$ cat config.mk
export PLATFORM = sky130hd
export DESIGN_NAME = sotp_core
export DESIGN_NICKNAME = d
export VERILOG_FILES = /design/src/hw/sotp_pkg.sv /design/src/hw/sotp_sync.sv /design/src/hw/sotp_flag.sv /design/src/hw/sotp_core.sv
export SDC_FILE = /design/constraint.sdc
export NUM_CORES = 1
export LEC_CHECK = 0
export ABC_AREA = 0
export ABC_CLOCK_PERIOD_IN_PS = 1700
export BUFFER_PORTS_ARGS = -buffer_cell sky130_fd_sc_hd__clkbuf_2
export CORE_ASPECT_RATIO = 1.2
export CORE_MARGIN = 10
export CORE_UTILIZATION = 50
export DETAILED_ROUTE_END_ITERATION = 12
export PLACE_DENSITY = 0.75
export SYNTH_ARGS = -nofsm -noshare
export SYNTH_HDL_FRONTEND = slang
export SYNTH_SLANG_ARGS = --single-unit
$ cat constraint.sdc
create_clock -name clk_i -period 1.7 [get_ports clk_i]
set_input_delay 0.425 -clock clk_i [delete_from_list [all_inputs] [get_ports clk_i]]
set_output_delay 0.425 -clock clk_i [all_outputs]
set_load 0.02 [all_outputs]
$ cat src/hw/sotp_pkg.sv
// Package: constants, types and opcode defaults of the secured OTP block
// Function
// - Enter-OTP switches to the 4K-bit OTP region and blocks main array access.
// - In OTP mode, read and page program address only the OTP region.
// - Opcodes take 8 clocks single-wire, lines 3..1 ignored, or 2 clocks quad.
// - Exit-OTP opcode framed alone returns the device to the main array.
// - After lock-down, OTP mode accepts reads only; programs are ignored.
// - Security read is served anytime, even busy, repeating while clocks run.
// - Security read drives the 8-bit value until chip select rises.
// - Security write only sets lock-down bit1; it never clears again.
// - Security write rejected unless chip select rises on a byte boundary.
// - Erase-fail bit6 set on erase failure, cleared on success, never stalls.
// - Program-fail bit5 set on failure or protected target, cleared on success.
// - Erase-suspended bit3 set on erase suspend, cleared on resume.
// - Program-suspended bit2 set on program suspend, cleared on resume.
// - Bit0 is read-only factory lock indicator.
// - One scheme at a time: bit7 zero block-range, one per-sector.
// - Protect-select after write enable sets bit7 forever.
// - Bit7 zero: array protection decided by block-range bits only.
// - Bit7 one: block-range bits ignored, sector lock commands enabled.
// - Per-sector: dynamic bits protect all at power-up; pin low protects all.
`default_nettype none
package sotp_pkg;
    // Security register bit positions
    localparam int BIT_FACTORY = 0;
    localparam int BIT_LOCKDOWN = 1;
    localparam int BIT_PSUSP = 2;
    localparam int BIT_ESUSP = 3;
    localparam int BIT_RSVD = 4;
    localparam int BIT_PFAIL = 5;
    localparam int BIT_EFAIL = 6;
    localparam int BIT_PROTECT_SCHEME_SELECT = 7;
    // Volatile reset values
    localparam logic RST_FLAG = 1'b0;
    localparam logic RST_RSVD = 1'b0;
    // Default opcodes, values arbitrary
    localparam logic [7:0] OPC_ENTER = 8'hA1;
    localparam logic [7:0] OPC_EXIT = 8'hA2;
    localparam logic [7:0] OPC_SREAD = 8'hA3;
    localparam logic [7:0] OPC_SWRITE = 8'hA4;
    localparam logic [7:0] OPC_PSEL = 8'hA5;
    // Bit advance per serial clock
    localparam logic [2:0] STEP_SPI = 3'h1;
    localparam logic [2:0] STEP_QPI = 3'h4;
    // Output enables of the I/O lines
    localparam logic [3:0] OE_SPI = 4'h2;
    localparam logic [3:0] OE_QPI = 4'hF;
    localparam int SYNC_W = 7;

    typedef enum logic [3:0] {
        ST_IDLE = 4'b0001,
        ST_OPC = 4'b0010,
        ST_RD = 4'b0100,
        ST_REST = 4'b1000
    } sotp_state_e;

    // Status events from the program/erase engine
    typedef struct packed {
        logic erase_fail;
        logic prog_fail;
        logic prog_prot;
        logic op_ok;
        logic erase_susp;
        logic erase_resume;
        logic prog_susp;
        logic prog_resume;
    } sotp_evt_s;

    // Non-volatile straps read back at power-up
    typedef struct packed {
        logic protect_scheme_select;
        logic lockdown;
        logic factory;
    } sotp_nv_s;
endpackage
`default_nettype wire

$ cat src/hw/sotp_sync.sv
// Two-flop synchroniser for pins
`default_nettype none
module sotp_sync #(
    parameter int W = 1,
    parameter logic [W-1:0] INIT = '0
) (
    input wire logic clk_i, // System clock
    input wire logic nrst_i, // Async reset, active low
    input wire logic [W-1:0] d_i, // Asynchronous inputs
    output logic [W-1:0] q_o // Synchronised outputs
);
    logic [W-1:0] meta_ff;

    // First stage feeds only the second
    always_ff @(posedge clk_i or negedge nrst_i) begin
        if (!nrst_i) begin
            meta_ff <= INIT;
            q_o <= INIT;
        end else begin
            meta_ff <= d_i;
            q_o <= meta_ff;
        end
    end
endmodule
`default_nettype wire

$ cat src/hw/sotp_flag.sv
// Sticky status flag, set wins over clear
`default_nettype none
module sotp_flag #(
    parameter logic INIT = 1'b0
) (
    input wire logic clk_i, // System clock
    input wire logic nrst_i, // Async reset, active low
    input wire logic set_i, // Set pulse
    input wire logic clr_i, // Clear pulse
    output logic q_o // Flag value
);
    logic nxt_q;

    // A set arriving with the clear is kept
    assign nxt_q = set_i | (q_o & ~clr_i);

    always_ff @(posedge clk_i or negedge nrst_i) begin
        if (!nrst_i) begin
            q_o <= INIT;
        end else begin
            q_o <= nxt_q;
        end
    end
endmodule
`default_nettype wire

$ cat src/hw/sotp_core.sv
// Secured OTP mode, security register and protect-select command logic
`default_nettype none
module sotp_core #(
    parameter logic [7:0] P_ENTER = sotp_pkg::OPC_ENTER,
    parameter logic [7:0] P_EXIT = sotp_pkg::OPC_EXIT,
    parameter logic [7:0] P_SREAD = sotp_pkg::OPC_SREAD,
    parameter logic [7:0] P_SWRITE = sotp_pkg::OPC_SWRITE,
    parameter logic [7:0] P_PSEL = sotp_pkg::OPC_PSEL
) (
    input wire logic clk_i, // 20 MHz clock
    input wire logic nrst_i, // Async reset, active low
    input wire logic cs_n_i, // Chip select pin, active low
    input wire logic sclk_i, // Serial clock pin
    input wire logic [3:0] sio_i, // I/O lines in
    output logic [3:0] sio_o, // I/O lines out
    output logic [3:0] sio_oe_o, // I/O line drive enables
    input wire logic wp_n_i, // Write-protect pin, active low
    input wire logic qpi_i, // Quad command mode active
    input wire logic wel_i, // Write-enable latch
    input wire sotp_pkg::sotp_evt_s evt_i, // Engine event pulses
    input wire sotp_pkg::sotp_nv_s nv_i, // Stored non-volatile bits
    input wire logic bp_hit_i, // Block-range bits protect target
    input wire logic sect_hit_i, // Sector lock bits protect target
    output logic otp_mode_o, // OTP region selected, array blocked
    output logic otp_prog_ok_o, // Programs to OTP region allowed
    output logic sect_cmd_en_o, // Sector lock commands active
    output logic array_wp_o, // Current target write protected
    output logic dyn_lock_all_o, // Pulse: set all dynamic lock bits
    output logic nv_prog_otp_lockdown_bit_o, // Pulse: store lock-down bit
    output logic nv_prog_protect_scheme_select_o, // Pulse: store scheme select bit
    output logic wel_clr_o, // Pulse: clear write-enable latch
    output logic [7:0] sec_reg_o // Security register value
);
    import sotp_pkg::*;

    // ----------------------------------------
    // Pin synchronisation and edge detection
    // ----------------------------------------
    logic [SYNC_W-1:0] pin_s;
    logic cs_s, sclk_s, wp_s;
    logic [3:0] sio_s;
    logic sclk_d_ff, cs_d_ff;

    // Reset levels match idle pins (cs high, clock low) so no false edge follows reset
    sotp_sync #(.W(SYNC_W), .INIT(7'h5F)) u_sync (
        .clk_i(clk_i),
        .nrst_i(nrst_i),
        .d_i({cs_n_i, sclk_i, wp_n_i, sio_i}),
        .q_o(pin_s)
    );

    assign {cs_s, sclk_s, wp_s, sio_s} = pin_s;

    // Delayed copies for edges
    always_ff @(posedge clk_i or negedge nrst_i) begin
        if (!nrst_i) begin
            sclk_d_ff <= 1'b0;
            cs_d_ff <= 1'b1;
        end else begin
            sclk_d_ff <= sclk_s;
            cs_d_ff <= cs_s;
        end
    end

    wire sclk_rise = sclk_s & ~sclk_d_ff;
    wire sclk_fall = ~sclk_s & sclk_d_ff;
    wire cs_rise = cs_s & ~cs_d_ff;

    // ----------------------------------------
    // Frame tracking and opcode capture
    // ----------------------------------------
    sotp_state_e state_ff, nxt_state;
    logic [7:0] opc_ff, nxt_opc;
    logic [2:0] bitpos_ff;
    logic [1:0] bytes_ff;

    // Quad mode moves four bits a clock; single-wire reads line 0 only
    wire [2:0] step = qpi_i ? STEP_QPI : STEP_SPI;
    wire [3:0] pos_sum = {1'b0, bitpos_ff} + {1'b0, step};
    wire byte_done = pos_sum[3];
    wire in_opc = (state_ff == ST_OPC);
    assign nxt_opc = qpi_i ? {opc_ff[3:0], sio_s} : {opc_ff[6:0], sio_s[0]};
    wire opc_last = in_opc & sclk_rise & byte_done;

    // Next state of the frame walker
    always_comb begin
        nxt_state = state_ff;
        unique case (state_ff)
            ST_IDLE: if (!cs_s) nxt_state = ST_OPC;
            ST_OPC: if (opc_last) nxt_state = (nxt_opc == P_SREAD) ? ST_RD : ST_REST;
            ST_RD: nxt_state = ST_RD;
            ST_REST: nxt_state = ST_REST;
            default: nxt_state = ST_IDLE;
        endcase
        if (cs_s) nxt_state = ST_IDLE;
    end

    always_ff @(posedge clk_i or negedge nrst_i) begin
        if (!nrst_i) begin
            state_ff <= ST_IDLE;
        end else begin
            state_ff <= nxt_state;
        end
    end

    // Bit position in byte and saturating byte count
    always_ff @(posedge clk_i or negedge nrst_i) begin
        if (!nrst_i) begin
            bitpos_ff <= 3'h0;
            bytes_ff <= 2'h0;
            opc_ff <= 8'h00;
        end else if (state_ff == ST_IDLE) begin
            bitpos_ff <= 3'h0;
            bytes_ff <= 2'h0;
        end else if (sclk_rise) begin
            bitpos_ff <= pos_sum[2:0];
            if (byte_done && bytes_ff != 2'h3) bytes_ff <= bytes_ff + 2'h1;
            if (in_opc) opc_ff <= nxt_opc;
        end
    end

    // ----------------------------------------
    // Command decode at chip select rise
    // ----------------------------------------
    // Opcode-only commands need exactly one whole byte in the frame
    wire alone = cs_rise & (bytes_ff == 2'h1) & (bitpos_ff == 3'h0);
    wire boundary = cs_rise & (bytes_ff != 2'h0) & (bitpos_ff == 3'h0);
    wire do_enter = alone & (opc_ff == P_ENTER);
    wire do_exit = alone & (opc_ff == P_EXIT);
    wire do_swr = boundary & (opc_ff == P_SWRITE) & wel_i;
    wire do_psel = alone & (opc_ff == P_PSEL) & wel_i;

    // ----------------------------------------
    // Security register bits
    // ----------------------------------------
    logic loaded_ff, otp_ff, otp_lockdown_bit_ff, protect_scheme_select_ff, fact_ff;
    logic efail, pfail, esusp, psusp;

    // Straps are caught on the first clock after reset release
    always_ff @(posedge clk_i or negedge nrst_i) begin
        if (!nrst_i) begin
            loaded_ff <= 1'b0;
            otp_lockdown_bit_ff <= 1'b0;
            protect_scheme_select_ff <= 1'b0;
            fact_ff <= 1'b0;
        end else if (!loaded_ff) begin
            loaded_ff <= 1'b1;
            otp_lockdown_bit_ff <= nv_i.lockdown;
            protect_scheme_select_ff <= nv_i.protect_scheme_select;
            fact_ff <= nv_i.factory;
        end else begin
            otp_lockdown_bit_ff <= otp_lockdown_bit_ff | do_swr;
            protect_scheme_select_ff <= protect_scheme_select_ff | do_psel;
        end
    end

    // OTP mode latch
    always_ff @(posedge clk_i or negedge nrst_i) begin
        if (!nrst_i) begin
            otp_ff <= 1'b0;
        end else if (do_enter) begin
            otp_ff <= 1'b1;
        end else if (do_exit) begin
            otp_ff <= 1'b0;
        end
    end

    // Engine flags; none of them holds back any operation
    sotp_flag #(.INIT(RST_FLAG)) u_efail (
        .clk_i(clk_i),
        .nrst_i(nrst_i),
        .set_i(evt_i.erase_fail),
        .clr_i(evt_i.op_ok),
        .q_o(efail)
    );
    sotp_flag #(.INIT(RST_FLAG)) u_pfail (
        .clk_i(clk_i),
        .nrst_i(nrst_i),
        .set_i(evt_i.prog_fail | evt_i.prog_prot),
        .clr_i(evt_i.op_ok),
        .q_o(pfail)
    );
    sotp_flag #(.INIT(RST_FLAG)) u_esusp (
        .clk_i(clk_i),
        .nrst_i(nrst_i),
        .set_i(evt_i.erase_susp),
        .clr_i(evt_i.erase_resume),
        .q_o(esusp)
    );
    sotp_flag #(.INIT(RST_FLAG)) u_psusp (
        .clk_i(clk_i),
        .nrst_i(nrst_i),
        .set_i(evt_i.prog_susp),
        .clr_i(evt_i.prog_resume),
        .q_o(psusp)
    );

    // Register image; the reserved bit is a constant zero
    logic [7:0] sec_img;
    always_comb begin
        sec_img = 8'h00;
        sec_img[BIT_FACTORY] = fact_ff;
        sec_img[BIT_LOCKDOWN] = otp_lockdown_bit_ff;
        sec_img[BIT_PSUSP] = psusp;
        sec_img[BIT_ESUSP] = esusp;
        sec_img[BIT_RSVD] = RST_RSVD;
        sec_img[BIT_PFAIL] = pfail;
        sec_img[BIT_EFAIL] = efail;
        sec_img[BIT_PROTECT_SCHEME_SELECT] = protect_scheme_select_ff;
    end

    // ----------------------------------------
    // Security read shifter
    // ----------------------------------------
    logic [7:0] rd_sr_ff;
    logic [2:0] rd_pos_ff;
    // Each byte reloads the live image so a long read tracks busy flags
    wire [7:0] rd_cur = (rd_pos_ff == 3'h0) ? sec_img : rd_sr_ff;
    wire rd_shift = (state_ff == ST_RD) & sclk_fall & ~cs_s;

    always_ff @(posedge clk_i or negedge nrst_i) begin
        if (!nrst_i) begin
            rd_sr_ff <= 8'h00;
            rd_pos_ff <= 3'h0;
            sio_o <= 4'h0;
            sio_oe_o <= 4'h0;
        end else if (state_ff != ST_RD || cs_s) begin
            rd_pos_ff <= 3'h0;
            sio_oe_o <= 4'h0;
        end else if (rd_shift) begin
            rd_pos_ff <= rd_pos_ff + step;
            if (qpi_i) begin
                sio_o <= rd_cur[7:4];
                rd_sr_ff <= {rd_cur[3:0], 4'h0};
                sio_oe_o <= OE_QPI;
            end else begin
                sio_o <= {2'b00, rd_cur[7], 1'b0};
                rd_sr_ff <= {rd_cur[6:0], 1'b0};
                sio_oe_o <= OE_SPI;
            end
        end
    end

    // ----------------------------------------
    // Protection and registered outputs
    // ----------------------------------------
    // Pin low in per-sector mode protects everything
    wire nxt_wp = protect_scheme_select_ff ? (sect_hit_i | ~wp_s) : bp_hit_i;

    always_ff @(posedge clk_i or negedge nrst_i) begin
        if (!nrst_i) begin
            otp_mode_o <= 1'b0;
            otp_prog_ok_o <= 1'b0;
            sect_cmd_en_o <= 1'b0;
            array_wp_o <= 1'b0;
            dyn_lock_all_o <= 1'b0;
            nv_prog_otp_lockdown_bit_o <= 1'b0;
            nv_prog_protect_scheme_select_o <= 1'b0;
            wel_clr_o <= 1'b0;
            sec_reg_o <= 8'h00;
        end else begin
            otp_mode_o <= otp_ff;
            otp_prog_ok_o <= otp_ff & ~otp_lockdown_bit_ff;
            sect_cmd_en_o <= protect_scheme_select_ff;
            array_wp_o <= nxt_wp;
            dyn_lock_all_o <= ~loaded_ff & nv_i.protect_scheme_select;
            nv_prog_otp_lockdown_bit_o <= do_swr & ~otp_lockdown_bit_ff;
            nv_prog_protect_scheme_select_o <= do_psel & ~protect_scheme_select_ff;
            wel_clr_o <= do_swr | do_psel;
            sec_reg_o <= sec_img;
        end
    end
endmodule
`default_nettype wire

==> metrics.md, run 1 <==
| Metric | Value |
|---|---|
| Dominant synthesized flop cell | `dfrtp_1` |
| Post-Synthesis Cell Area | `about 3000 um2` |
| Area of the multi-input gates | `roughly 1200 um2` |
| Area delta synth->final | `30.5%` |
| Status | `completed` |
| Final RePlAce weighted congestion | `0.934` |
| Tmin final | `roughly 1.7 ns` |
| Hold_ws | `0.00876 ns` |
| Drt drc | `0` |
| Die X | `between 90 and 100 um` |
| Clk_skew | `about 0.0068 ns` |
| Clock Power Share | `approximately 34%` |
| Area after DPL | `about 3600 um2` |
| DRT Pass-1 Iters | `4` |
| Gate power share | `around 20%` |
| Avg WL per Cell | `around 15 um` |
| Pin count of the biggest net entering global routing | `27` |
| Ys async rst share | `100%` |
| Area fraction in compound gates after synthesis | `~8.5%` |
| Avg Inst Size Synth | `around 12 um2` |
| Fmax | `slightly below 0.6 GHz` |
| Vias in the first global route | `~2200` |
| Die height | `about 110 um` |
| Setup-failing EPs final | `0` |
| Final Cell Area | `between 3000 and 4000 um2` |
| Worst vdd ir | `~0.75 mV` |
| Final HPWL DP | `between 4000 and 5000 um` |
| Via density | `between 5 and 6` |
| FF-to-FF setup slack | `0.006 ns` |
| Post-CTS Hold Buffers | `0` |
| Area share of xor/xnor cells in the synthesized design | `under 10%` |
| Met1 wire length | `about 2500 um` |
| ANT cells | `0` |
| Final antenna-violating net count | `0` |
| Iter 0 DRT Violations | `55` |
| Global-route wire length before repair | `10500 um` |
| Initial antenna violation count | `0` |
| Most common cell after layout, fill and taps aside | `dfrtp_1` |
| Clk root buf | `clkbuf_8` |
| Sink Count | `72` |
| Maximum fanout along the worst path | `3` |
| Post-synth EDFFs | `0` |
| Post-Syn Nets | `280` |
| Final slew viol count | `0` |
| Synth unique cells | `slightly below 50` |
| Synth Instances | `approximately 250` |
| FF-to-FF path depth | `4` |
| FF+latch count, synth | `just over 70` |
| Period Utilization, post-route | `between 90 and 100%` |
| Post-synthesis sequential area ratio | `about three fifths` |
| Max Cap Viol | `0` |
| Worst hold path class | `input port to asynchronous set/reset pin` |
| Clk slew on worst S/H paths | `0.08 ns` |
| Core Footprint | `roughly 6000 um2` |
| Multiplexer share of the synthesized area | `8.47%` |
| Initial Util | `between 50% and 60%` |
| Switching part of the total | `a little over a quarter` |
| Top sig layer | `met4` |
| Adder-cell area share of the yosys netlist | `under 10%` |
| CP Capture Type | `register` |
| Synthesis Warnings | `0` |
| Pre-CTS WS | `-0.254 ns` |
| Gr usage total | `between 10% and 20%` |
| Startpoint Class | `register` |
| Clk_lat worst skew | `~0.34 ns` |
| FP Rows | `31` |
| Fillers | `approximately 470` |
| Crit path required time | `roughly 1.9 ns` |
| Power Dens Cells | `roughly 1100 nW/um2` |
| R2r startpoint | `bitpos_ff[2]$_DFFE_PN0P_` |
| Total power | `~4.4 mW` |
| Met3 routed wirelength | `370 um` |
| Met2 Routed Length | `about 3300 um` |
| Total congestion overflow | `0` |
| Vias | `2094` |
| Worst Path Arrival | `a little under 2 ns` |
| H-tree lvl count | `3` |
| Clk buf depth | `2` |
| CTS Buf Count | `9` |
| Unrepaired setup endpoints after global routing | `yes` |
| Fin worst setup slack | `between 0.005 and 0.006 ns` |
| Final #Nets | `362` |
| Int Power | `roughly 3.2 mW` |
| Final hold violations | `0` |
| Share of cells above drive strength 1 | `about two fifths` |
| Total area of sequential cells | `around 1800 um2` |
| Simple-gate share of the synthesized area | `between 10% and 20%` |
| Ports | `48` |
| Net Sw Power | `between 1 and 1.5 mW` |
| LEAKAGE | `1.92 nW` |
| Total die area | `9620 um2` |
| Reg2Reg Capture Point | `otp_ff$_DFFE_PN0P_` |
| CTS tree | `done` |
| Most frequent cells in the layout | `58 x dfrtp_1, 45 x clkbuf_2, 33 x buf_4` |
| Type of the worst setup path | `register to register` |
| Post-Route WL | `between 6000 and 7000 um` |
| Count of buffers from port buffering | `46` |
| Flop pwr share | `between 40% and 50%` |
| Largest family of logic cells by synthesized area | `simple AND/OR/NAND/NOR gates` |
==> repair_timing <==
action | in CTS | in global routing
setup endpoints to repair | 6 | 7
gates cloned | 0 | 0
pin swaps | 3 | 9
gates resized for setup | 3 | 11
setup buffers | 4 | 2
==> state kept, by name (all words and copies together), names as in the netlist, 2 cells and up <==
signal	flops
rd_sr_ff	7
state_ff	4
sio_oe_o	2
sio_o	4
rd_pos_ff	3
u_sync.meta_ff	7
bytes_ff	2
opc_ff	8
u_sync.q_o	7
bitpos_ff	3
sec_reg_o	7
==> stage by stage <==
stage	TNS, ns	std cells	utilization [%]
after floorplan	0	248	-
final	0	417	66.5
after detailed placement	-0.787	395	60.7
after global placement	-0.499	395	60.7
after CTS	-0.00646	415	65.1
after global routing	-0.122	417	66.5
==> logic make-up (layout without fill, tap and decap cells) <==
kind of cell | after synthesis | count (layout)
AND/OR/NAND/NOR | 75 | 75
adder cells (fa/ha/maj) | 8 | 8
multiplexers | 25 | 25
XOR/XNOR | 5 | 5
flip-flops | 72 | 72
AO/OA/AOI/OAI | 39 | 39
other | 2 | 2
buffers and inverters | 22 | 109
==> layout make-up <==
class / count / area share [%]
Sequential cell: 72 / 45.8
Multi-Input combinational cell: 154 / 30.9
Timing Repair Buffer: 83 / 14.0
Clock buffer: 11 / 3.56
Tap cell: 82 / 2.58
Clock inverter: 5 / 2.02
Inverter: 10 / 1.13
==> critical path, cell delays in order, from the launching register on <==
cell	delay (ns)
dfrtp_1	0.42
or4b_4	0.53
nor4_1	0.38
a21oi_1	0.12
a2bb2oi_1	0.13
==> worst max path at each step <==
stage                              end                startpoint  cells after the start  slack (ns)
6_report            otp_ff$_DFFE_PN0P_  bitpos_ff[2]$_DFFE_PN0P_                      4       0.006
5_1_grt        state_ff[3]$_DFFE_PN0P_  bitpos_ff[2]$_DFFE_PN0P_                      5       -0.04
4_1_cts        state_ff[3]$_DFFE_PN0P_  bitpos_ff[2]$_DFFE_PN0P_                      5      -0.006
3_5_place_dp   state_ff[3]$_DFFE_PN0P_                     qpi_i                      8       -0.25
3_3_place_gp   state_ff[3]$_DFFE_PN0P_                     qpi_i                      8       -0.17
2_1_floorplan  state_ff[3]$_DFFE_PN0P_                     qpi_i                      7        0.01
==> cell usage after synthesis, drive strengths merged, types with 4 or more instances <==
cell    number  share of area, %
o21ai       12               2.0
a21oi        5              0.82
inv         10               1.2
mux2i       19               6.2
dfstp       14                12
clkbuf       4              0.49
mux2         6               2.2
dfrtp       58                48
nand2b       6               1.2
nor2        21               2.6
o31ai        4              0.99
buf          8               2.3
a21o         4              0.99
nand3        5              0.82
ha           8               3.3
nand2       20               2.5
==> routing by layer <==
layer / up-vias / GRT usage [%]
met5: - / 0
met4: 0 / 5.38
met3: 10 / 4.97
met2: 54 / 23.6
met1: 1015 / 14.6
li1: 1015 / -
==> power by group through the flow <==
stage	combinational (mW)	clock, mW	sequential [mW]
after floorplan	0.389	0	2.07
after global routing	0.956	1.61	2.07
after CTS	0.784	1.52	2.03
final	0.869	1.48	2.05
after detailed placement	0.762	0	2.06
after global placement	0.734	0	2.05
No activity file was read; power rests on OpenSTA's default activity.
==> run 2: changes to the inputs <==
--- a/config.mk
+++ b/config.mk
@@ -9,7 +9,7 @@
 export ABC_CLOCK_PERIOD_IN_PS = 1700
 export BUFFER_PORTS_ARGS = -buffer_cell sky130_fd_sc_hd__clkbuf_2
 export CORE_ASPECT_RATIO = 1.2
-export CORE_MARGIN = 10
+export CORE_MARGIN = 3
 export CORE_UTILIZATION = 50
 export DETAILED_ROUTE_END_ITERATION = 12
 export PLACE_DENSITY = 0.75
==> run 2 against run 1 <==
Net effect: the flow now finishes with violations (negative setup slack); sequential share of layout area up 1.4 points; non-clock buffer count is 9 lower; power shrank 6.5%; sequential cell count is the same; via count shrank 1.2%; combinational power down 18%; global-route usage increased by 4.5 points; critical path type unchanged.
==> metrics.md, run 2 (synthesis results as in run 1) <==
| Metric | Value |
|---|---|
| Status | `complete, but fails checks` |
| Failing checks | `negative setup slack` |
| Total die area | `roughly 7000 um2` |
| Slowest stage delay, CP | `0.42 ns` |
| FF-to-FF path depth | `5` |
| Clock Power Share | `around 33%` |
| Int Power | `approximately 3 mW` |
| Startpoint Class | `register` |
| Sink Count | `about 70` |
| Worst vdd ir | `0.830 mV` |
| H-tree lvl count | `3` |
| Ports | `48` |
| Die X | `approximately 77 um` |
| Largest Register | `opc_ff` |
| Global-route wire length before repair | `just under 10000 um` |
| Clk slew on worst S/H paths | `approximately 0.08 ns` |
| Clk_skew | `between 0.008 and 0.009 ns` |
| Area delta synth->final | `26.8%` |
| Iter 0 DRT Violations | `~110` |
| Crit path required time | `~1.9 ns` |
| Met2 Routed Length | `2990 um` |
| CTS tree | `done` |
| Final cell count without fillers | `about 410` |
| ANT cells | `0` |
| Placed Instances | `between 300 and 400` |
| DRT Pass-1 Iters | `4` |
| Initial antenna violation count | `0` |
| Top sig layer | `met4` |
| Core Footprint | `5780 um2` |
| Setup-failing EPs final | `1` |
| Count of buffers from port buffering | `46` |
| LEAKAGE | `between 1.5 and 2 nW` |
| Gr usage total | `a little under a fifth` |
| Fillers | `between 400 and 500` |
| Bufs and invs on worst path | `0` |
| Clk_lat worst skew | `0.35 ns` |
| Pre-CTS WS | `-0.225 ns` |
| Initial Util | `52.7%` |
| CP Capture Type | `register` |
| Worst hold path class | `input port to asynchronous set/reset pin` |
| Switching part of the total | `between 20 and 30%` |
| Net Sw Power | `~1.1 mW` |
| Vias | `approximately 2100` |
| Clk root buf | `clkbuf_8` |
| Type of the worst setup path | `register to register` |
| Unrepaired setup endpoints after global routing | `yes` |
| Flop pwr share | `50.0%` |
| Final HPWL DP | `around 4100 um` |
| Core Util, Final | `between 60 and 70%` |
| Total congestion overflow | `0` |
| Met1 wire length | `roughly 2500 um` |
| Final slew viol count | `0` |
| Fmax | `0.578 GHz` |
| Period Utilization, post-route | `102%` |
| Die height | `between 90 and 100 um` |
| Hold_ws | `0.0777 ns` |
| Share of cells above drive strength 1 | `38.7%` |
| Gate power share | `between 10% and 20%` |
| Fin worst setup slack | `-0.0291 ns` |
| Cells along the critical path | `ha_4, a31oi_4, or2b_4, a211o_1, a2111oi_2` |
| Most frequent cells in the layout | `58 x dfrtp_1, 45 x clkbuf_2, 24 x buf_4` |
| CTS Buf Count | `9` |
| Final antenna-violating net count | `0` |
| Final hold violations | `0` |
| Maximum fanout along the worst path | `3` |
| Slowest cell on the critical path | `dfrtp_1` |
| Worst Path Arrival | `~2 ns` |
| Max Cap Viol | `0` |
| Setup_tns | `-0.0291 ns` |
| R2r startpoint | `bitpos_ff[2]$_DFFE_PN0P_` |
| Critical path's top delay family | `compound AO/OA/AOI/OAI gates` |
| FF-to-FF setup slack | `-0.03 ns` |
| Met3 routed wirelength | `approximately 250 um` |
| Vias in the first global route | `2116` |
| Via density | `roughly 5.1` |
| Final #Nets | `roughly 350` |
| Most common cell after layout, fill and taps aside | `dfrtp_1` |
| Largest register FFs | `8` |
| Drt drc | `0` |
| FP Rows | `30` |
| Tmin final | `1.73 ns` |
| Post-Route WL | `between 5000 and 6000 um` |
| Avg WL per Cell | `~14 um` |
| Clk buf depth | `2` |
| Pin count of the biggest net entering global routing | `73` |
| Final RePlAce weighted congestion | `around 0.81` |
| Power Dens Cells | `1060 nW/um2` |
| Reg2Reg Capture Point | `state_ff[3]$_DFFE_PN0P_` |
==> run 2: layer usage <==
metal	vias up	global-route usage, %
met3	9	3.27
met1	1004	21.8
met2	52	30.3
met5	-	0
met4	0	9.94
li1	1004	-
==> run 2: timing repair <==
| item | 4_1_cts | 5_1_grt |
|---|---|---|
| setup endpoints to repair | 5 | 19 |
| hold buffers | 0 | 0 |
| pin swaps | 2 | 5 |
| resized for setup | 3 | 7 |
| endpoints found under the hold margin | 0 | 0 |
| buffers inserted | 0 | 3 |
==> run 2: through the flow <==
step                cell area (um2)  power (mW)
finish                         3860        4.11
global route                   3860        4.30
CTS                            3790        4.11
detailed placement             3580        2.76
global placement               3580        2.73
floorplan                      3110        2.46
==> run 2: final cells by class <==
| cell class | count | area, um2 | area share, % |
|---|---|---|---|
| multi-input combinational | 154 | 1210 | 31.3 |
| tap | 80 | 100 | 2.59 |
| inverter | 10 | 45.0 | 1.17 |
| clock buffer | 11 | 141 | 3.66 |
| clock inverter | 5 | 56.3 | 1.46 |
| timing repair buffer | 74 | 490 | 12.7 |
| sequential | 72 | 1820 | 47.1 |
==> run 2: worst max path at each step <==
stage                     slack (ns)                      from  depth (start not counted)                                 end
final                          -0.03  bitpos_ff[2]$_DFFE_PN0P_                          5             state_ff[3]$_DFFE_PN0P_
after global routing           -0.11  bitpos_ff[2]$_DFFE_PN0P_                          4  protect_scheme_select_ff$_DFF_PN0_
after CTS                      -0.03  bitpos_ff[2]$_DFFE_PN0P_                          5             state_ff[3]$_DFFE_PN0P_
after detailed placement       -0.22                     qpi_i                          6             state_ff[2]$_DFFE_PN0P_
after global placement         -0.16                     qpi_i                          6             state_ff[2]$_DFFE_PN0P_
after floorplan                 0.01                     qpi_i                          7             state_ff[3]$_DFFE_PN0P_
==> run 2: power by group through the flow <==
stage	Combinational (mW)	Sequential [mW]	Clock, mW
final	0.716	2.05	1.34
after global routing	0.802	2.08	1.42
after CTS	0.705	2.05	1.36
after detailed placement	0.689	2.07	0
after global placement	0.665	2.06	0
after floorplan	0.389	2.07	0
==> run 3: changes to the inputs <==
--- a/config.mk
+++ b/config.mk
@@ -13,6 +13,8 @@
 export CORE_UTILIZATION = 50
 export DETAILED_ROUTE_END_ITERATION = 12
 export PLACE_DENSITY = 0.75
+export REMOVE_ABC_BUFFERS = 1
+export SLEW_MARGIN = 20
 export SYNTH_ARGS = -nofsm -noshare
 export SYNTH_HDL_FRONTEND = slang
 export SYNTH_SLANG_ARGS = --single-unit
==> run 3 against run 2 <==
Net effect: the run now ends clean; sequential power about the same; clock skew about the same; critical path depth unchanged; non-clock buffer count unchanged; combinational power up 3.2%; wire length down 1.7%; maximum frequency up 3.3%; final area up 1.0%; die area unchanged; power up 9.8%; critical endpoint is now otp_lockdown_bit_ff$_DFF_PN0_.
==> metrics.md, run 3 (synthesis results as in run 1) <==
| Metric | Value |
|---|---|
| Area delta synth->final | `28.1%` |
| DRT Pass-1 Iters | `4` |
| Max Cap Viol | `0` |
| Largest Register | `opc_ff` |
| Setup-failing EPs final | `0` |
| Via density | `5.16` |
| Clk root buf | `clkbuf_8` |
| Final Cell Area | `approximately 4000 um2` |
| Final antenna-violating net count | `0` |
| Global-route wire length before repair | `9870 um` |
| Crit path required time | `1.96 ns` |
| Vias in the first global route | `approximately 2100` |
| Core Util, Final | `approximately two thirds` |
| Clk buf depth | `2` |
| Worst Path Arrival | `1.94 ns` |
| Final RePlAce weighted congestion | `around 0.79` |
| Post-Route WL | `roughly 5800 um` |
| Fillers | `about 450` |
| Worst hold path class | `input port to asynchronous set/reset pin` |
| Area after DPL | `around 3500 um2` |
| Final hold violations | `0` |
| Power Dens Cells | `around 1200 nW/um2` |
| Worst vdd ir | `between 1 and 1.5 mV` |
| Total die area | `approximately 7100 um2` |
| Fmax | `between 0.5 and 0.6 GHz` |
| Pin count of the biggest net entering global routing | `between 70 and 80` |
| Clk_lat worst skew | `between 0.3 and 0.4 ns` |
| H-tree lvl count | `3` |
| Final #Nets | `between 300 and 400` |
| CTS tree | `done` |
| Count of buffers from port buffering | `46` |
| Sink Count | `between 70 and 80` |
| FP Rows | `30` |
| Avg WL per Cell | `14.2 um` |
| Tmin final | `~1.7 ns` |
| Setup crit start | `opc_ff[4]$_DFFE_PN0P_` |
| Status | `completed` |
| Pre-CTS WS | `-0.302 ns` |
| LEAKAGE | `roughly 1.9 nW` |
| Drt drc | `0` |
| Startpoint Class | `register` |
| Final slew viol count | `0` |
| Share of cells above drive strength 1 | `approximately 40%` |
| Die height | `a little over 90 um` |
| Vias | `2095` |
| Final HPWL DP | `roughly 3900 um` |
| Total power | `4.51 mW` |
| CTS Buf Count | `9` |
| Fin worst setup slack | `~0.026 ns` |
| Period Utilization, post-route | `between 90% and 100%` |
| Initial Util | `52.7%` |
| ANT cells | `0` |
| Unrepaired setup endpoints after global routing | `yes` |
| Clk slew on worst S/H paths | `~0.070 ns` |
| Most common cell after layout, fill and taps aside | `dfrtp_1` |
| Initial antenna violation count | `0` |
| Clk_skew | `0.00848 ns` |
| Maximum fanout along the worst path | `3` |
| Most frequent cells in the layout | `58 x dfrtp_1, 45 x clkbuf_2, 25 x buf_4` |
| Largest register FFs | `8` |
| Type of the worst setup path | `register to register` |
| Core Footprint | `just under 6000 um2` |
| Ports | `48` |
| Iter 0 DRT Violations | `85` |
| Setup_tns | `0 ns` |
| Gr usage total | `between 10% and 20%` |
| Total congestion overflow | `0` |
| Die X | `roughly 77 um` |
| CP Capture Type | `register` |
| R2r startpoint | `opc_ff[4]$_DFFE_PN0P_` |
[run 3: cell count changes in the layout (fill, tap and decap cells not counted), moves of 2 or more]
cell and change:
a21oi_1 -2, a21oi_2 +2, bufinv_16 +2, clkbuf_8 +2, clkinv_2 -2, mux2i_1 +2, mux2i_2 -2
[run 3: area by class of cell]
| class | count | area (um2) | share of cell area (%) |
|---|---|---|---|
| clock buffers | 12 | 165 | 4.24 |
| clock inverters | 4 | 98.8 | 2.54 |
| inverters | 10 | 37.5 | 0.963 |
| multi-input cells | 154 | 1200 | 30.8 |
| flip-flops and latches | 72 | 1820 | 46.7 |
| well taps | 80 | 100 | 2.57 |
| repair buffers | 74 | 478 | 12.3 |
[run 3: where the power goes]
group | internal, mW | leakage [nW] | switching (mW)
sequential | 1.90 | 0.828 | 0.163
combinational | 0.382 | 0.951 | 0.357
clock | 1.10 | 0.133 | 0.617
[run 3: worst max-delay path: stages, from the launching register on]
cell and delay, ns:
dfrtp_1 0.40, or4b_4 0.58, nor4_4 0.27, buf_4 0.18, a21oi_2 0.05, a21oi_1 0.12
[run 3: layer usage]
| metal | vias up | global-route usage, % | routed length [um] |
|---|---|---|---|
| met5 | - | 0 | 0 |
| met4 | 0 | 7.12 | 63 |
| met3 | 6 | 5.06 | 299 |
| met2 | 65 | 28.5 | 2910 |
| met1 | 1025 | 23.0 | 2490 |
| li1 | 999 | - | - |
[run 3: worst paths after layout]
kind                                                  to  slack, ns  depth (start not counted)
max in group asynchronous              cs_d_ff$_DFF_PN1_       1.27                          2
max reg2reg                otp_lockdown_bit_ff$_DFF_PN0_       0.03                          5
min in group clk_i           u_sync.meta_ff[6]$_DFF_PN1_       0.16                          1
min reg2reg                      u_sync.q_o[1]$_DFF_PN1_       0.36                          0
max                        otp_lockdown_bit_ff$_DFF_PN0_       0.03                          5
min                             bitpos_ff[1]$_DFFE_PN0P_       0.09                          2
[run 3: stage by stage]
stage,std cells,hold WS (ns)
floorplan,236,0.129
global placement,386,0.336
detailed placement,386,0.342
CTS,403,0.102
global route,406,0.114
finish,406,0.0926
[run 3: what timing repair did]
item | 4_1_cts | 5_1_grt
endpoints found under the setup margin | 5 | 12
hold buffers | 0 | 0
endpoints found under the hold margin | 0 | 0
setup buffers | 1 | 3
gates resized for setup | 4 | 14
pin swaps | 5 | 7
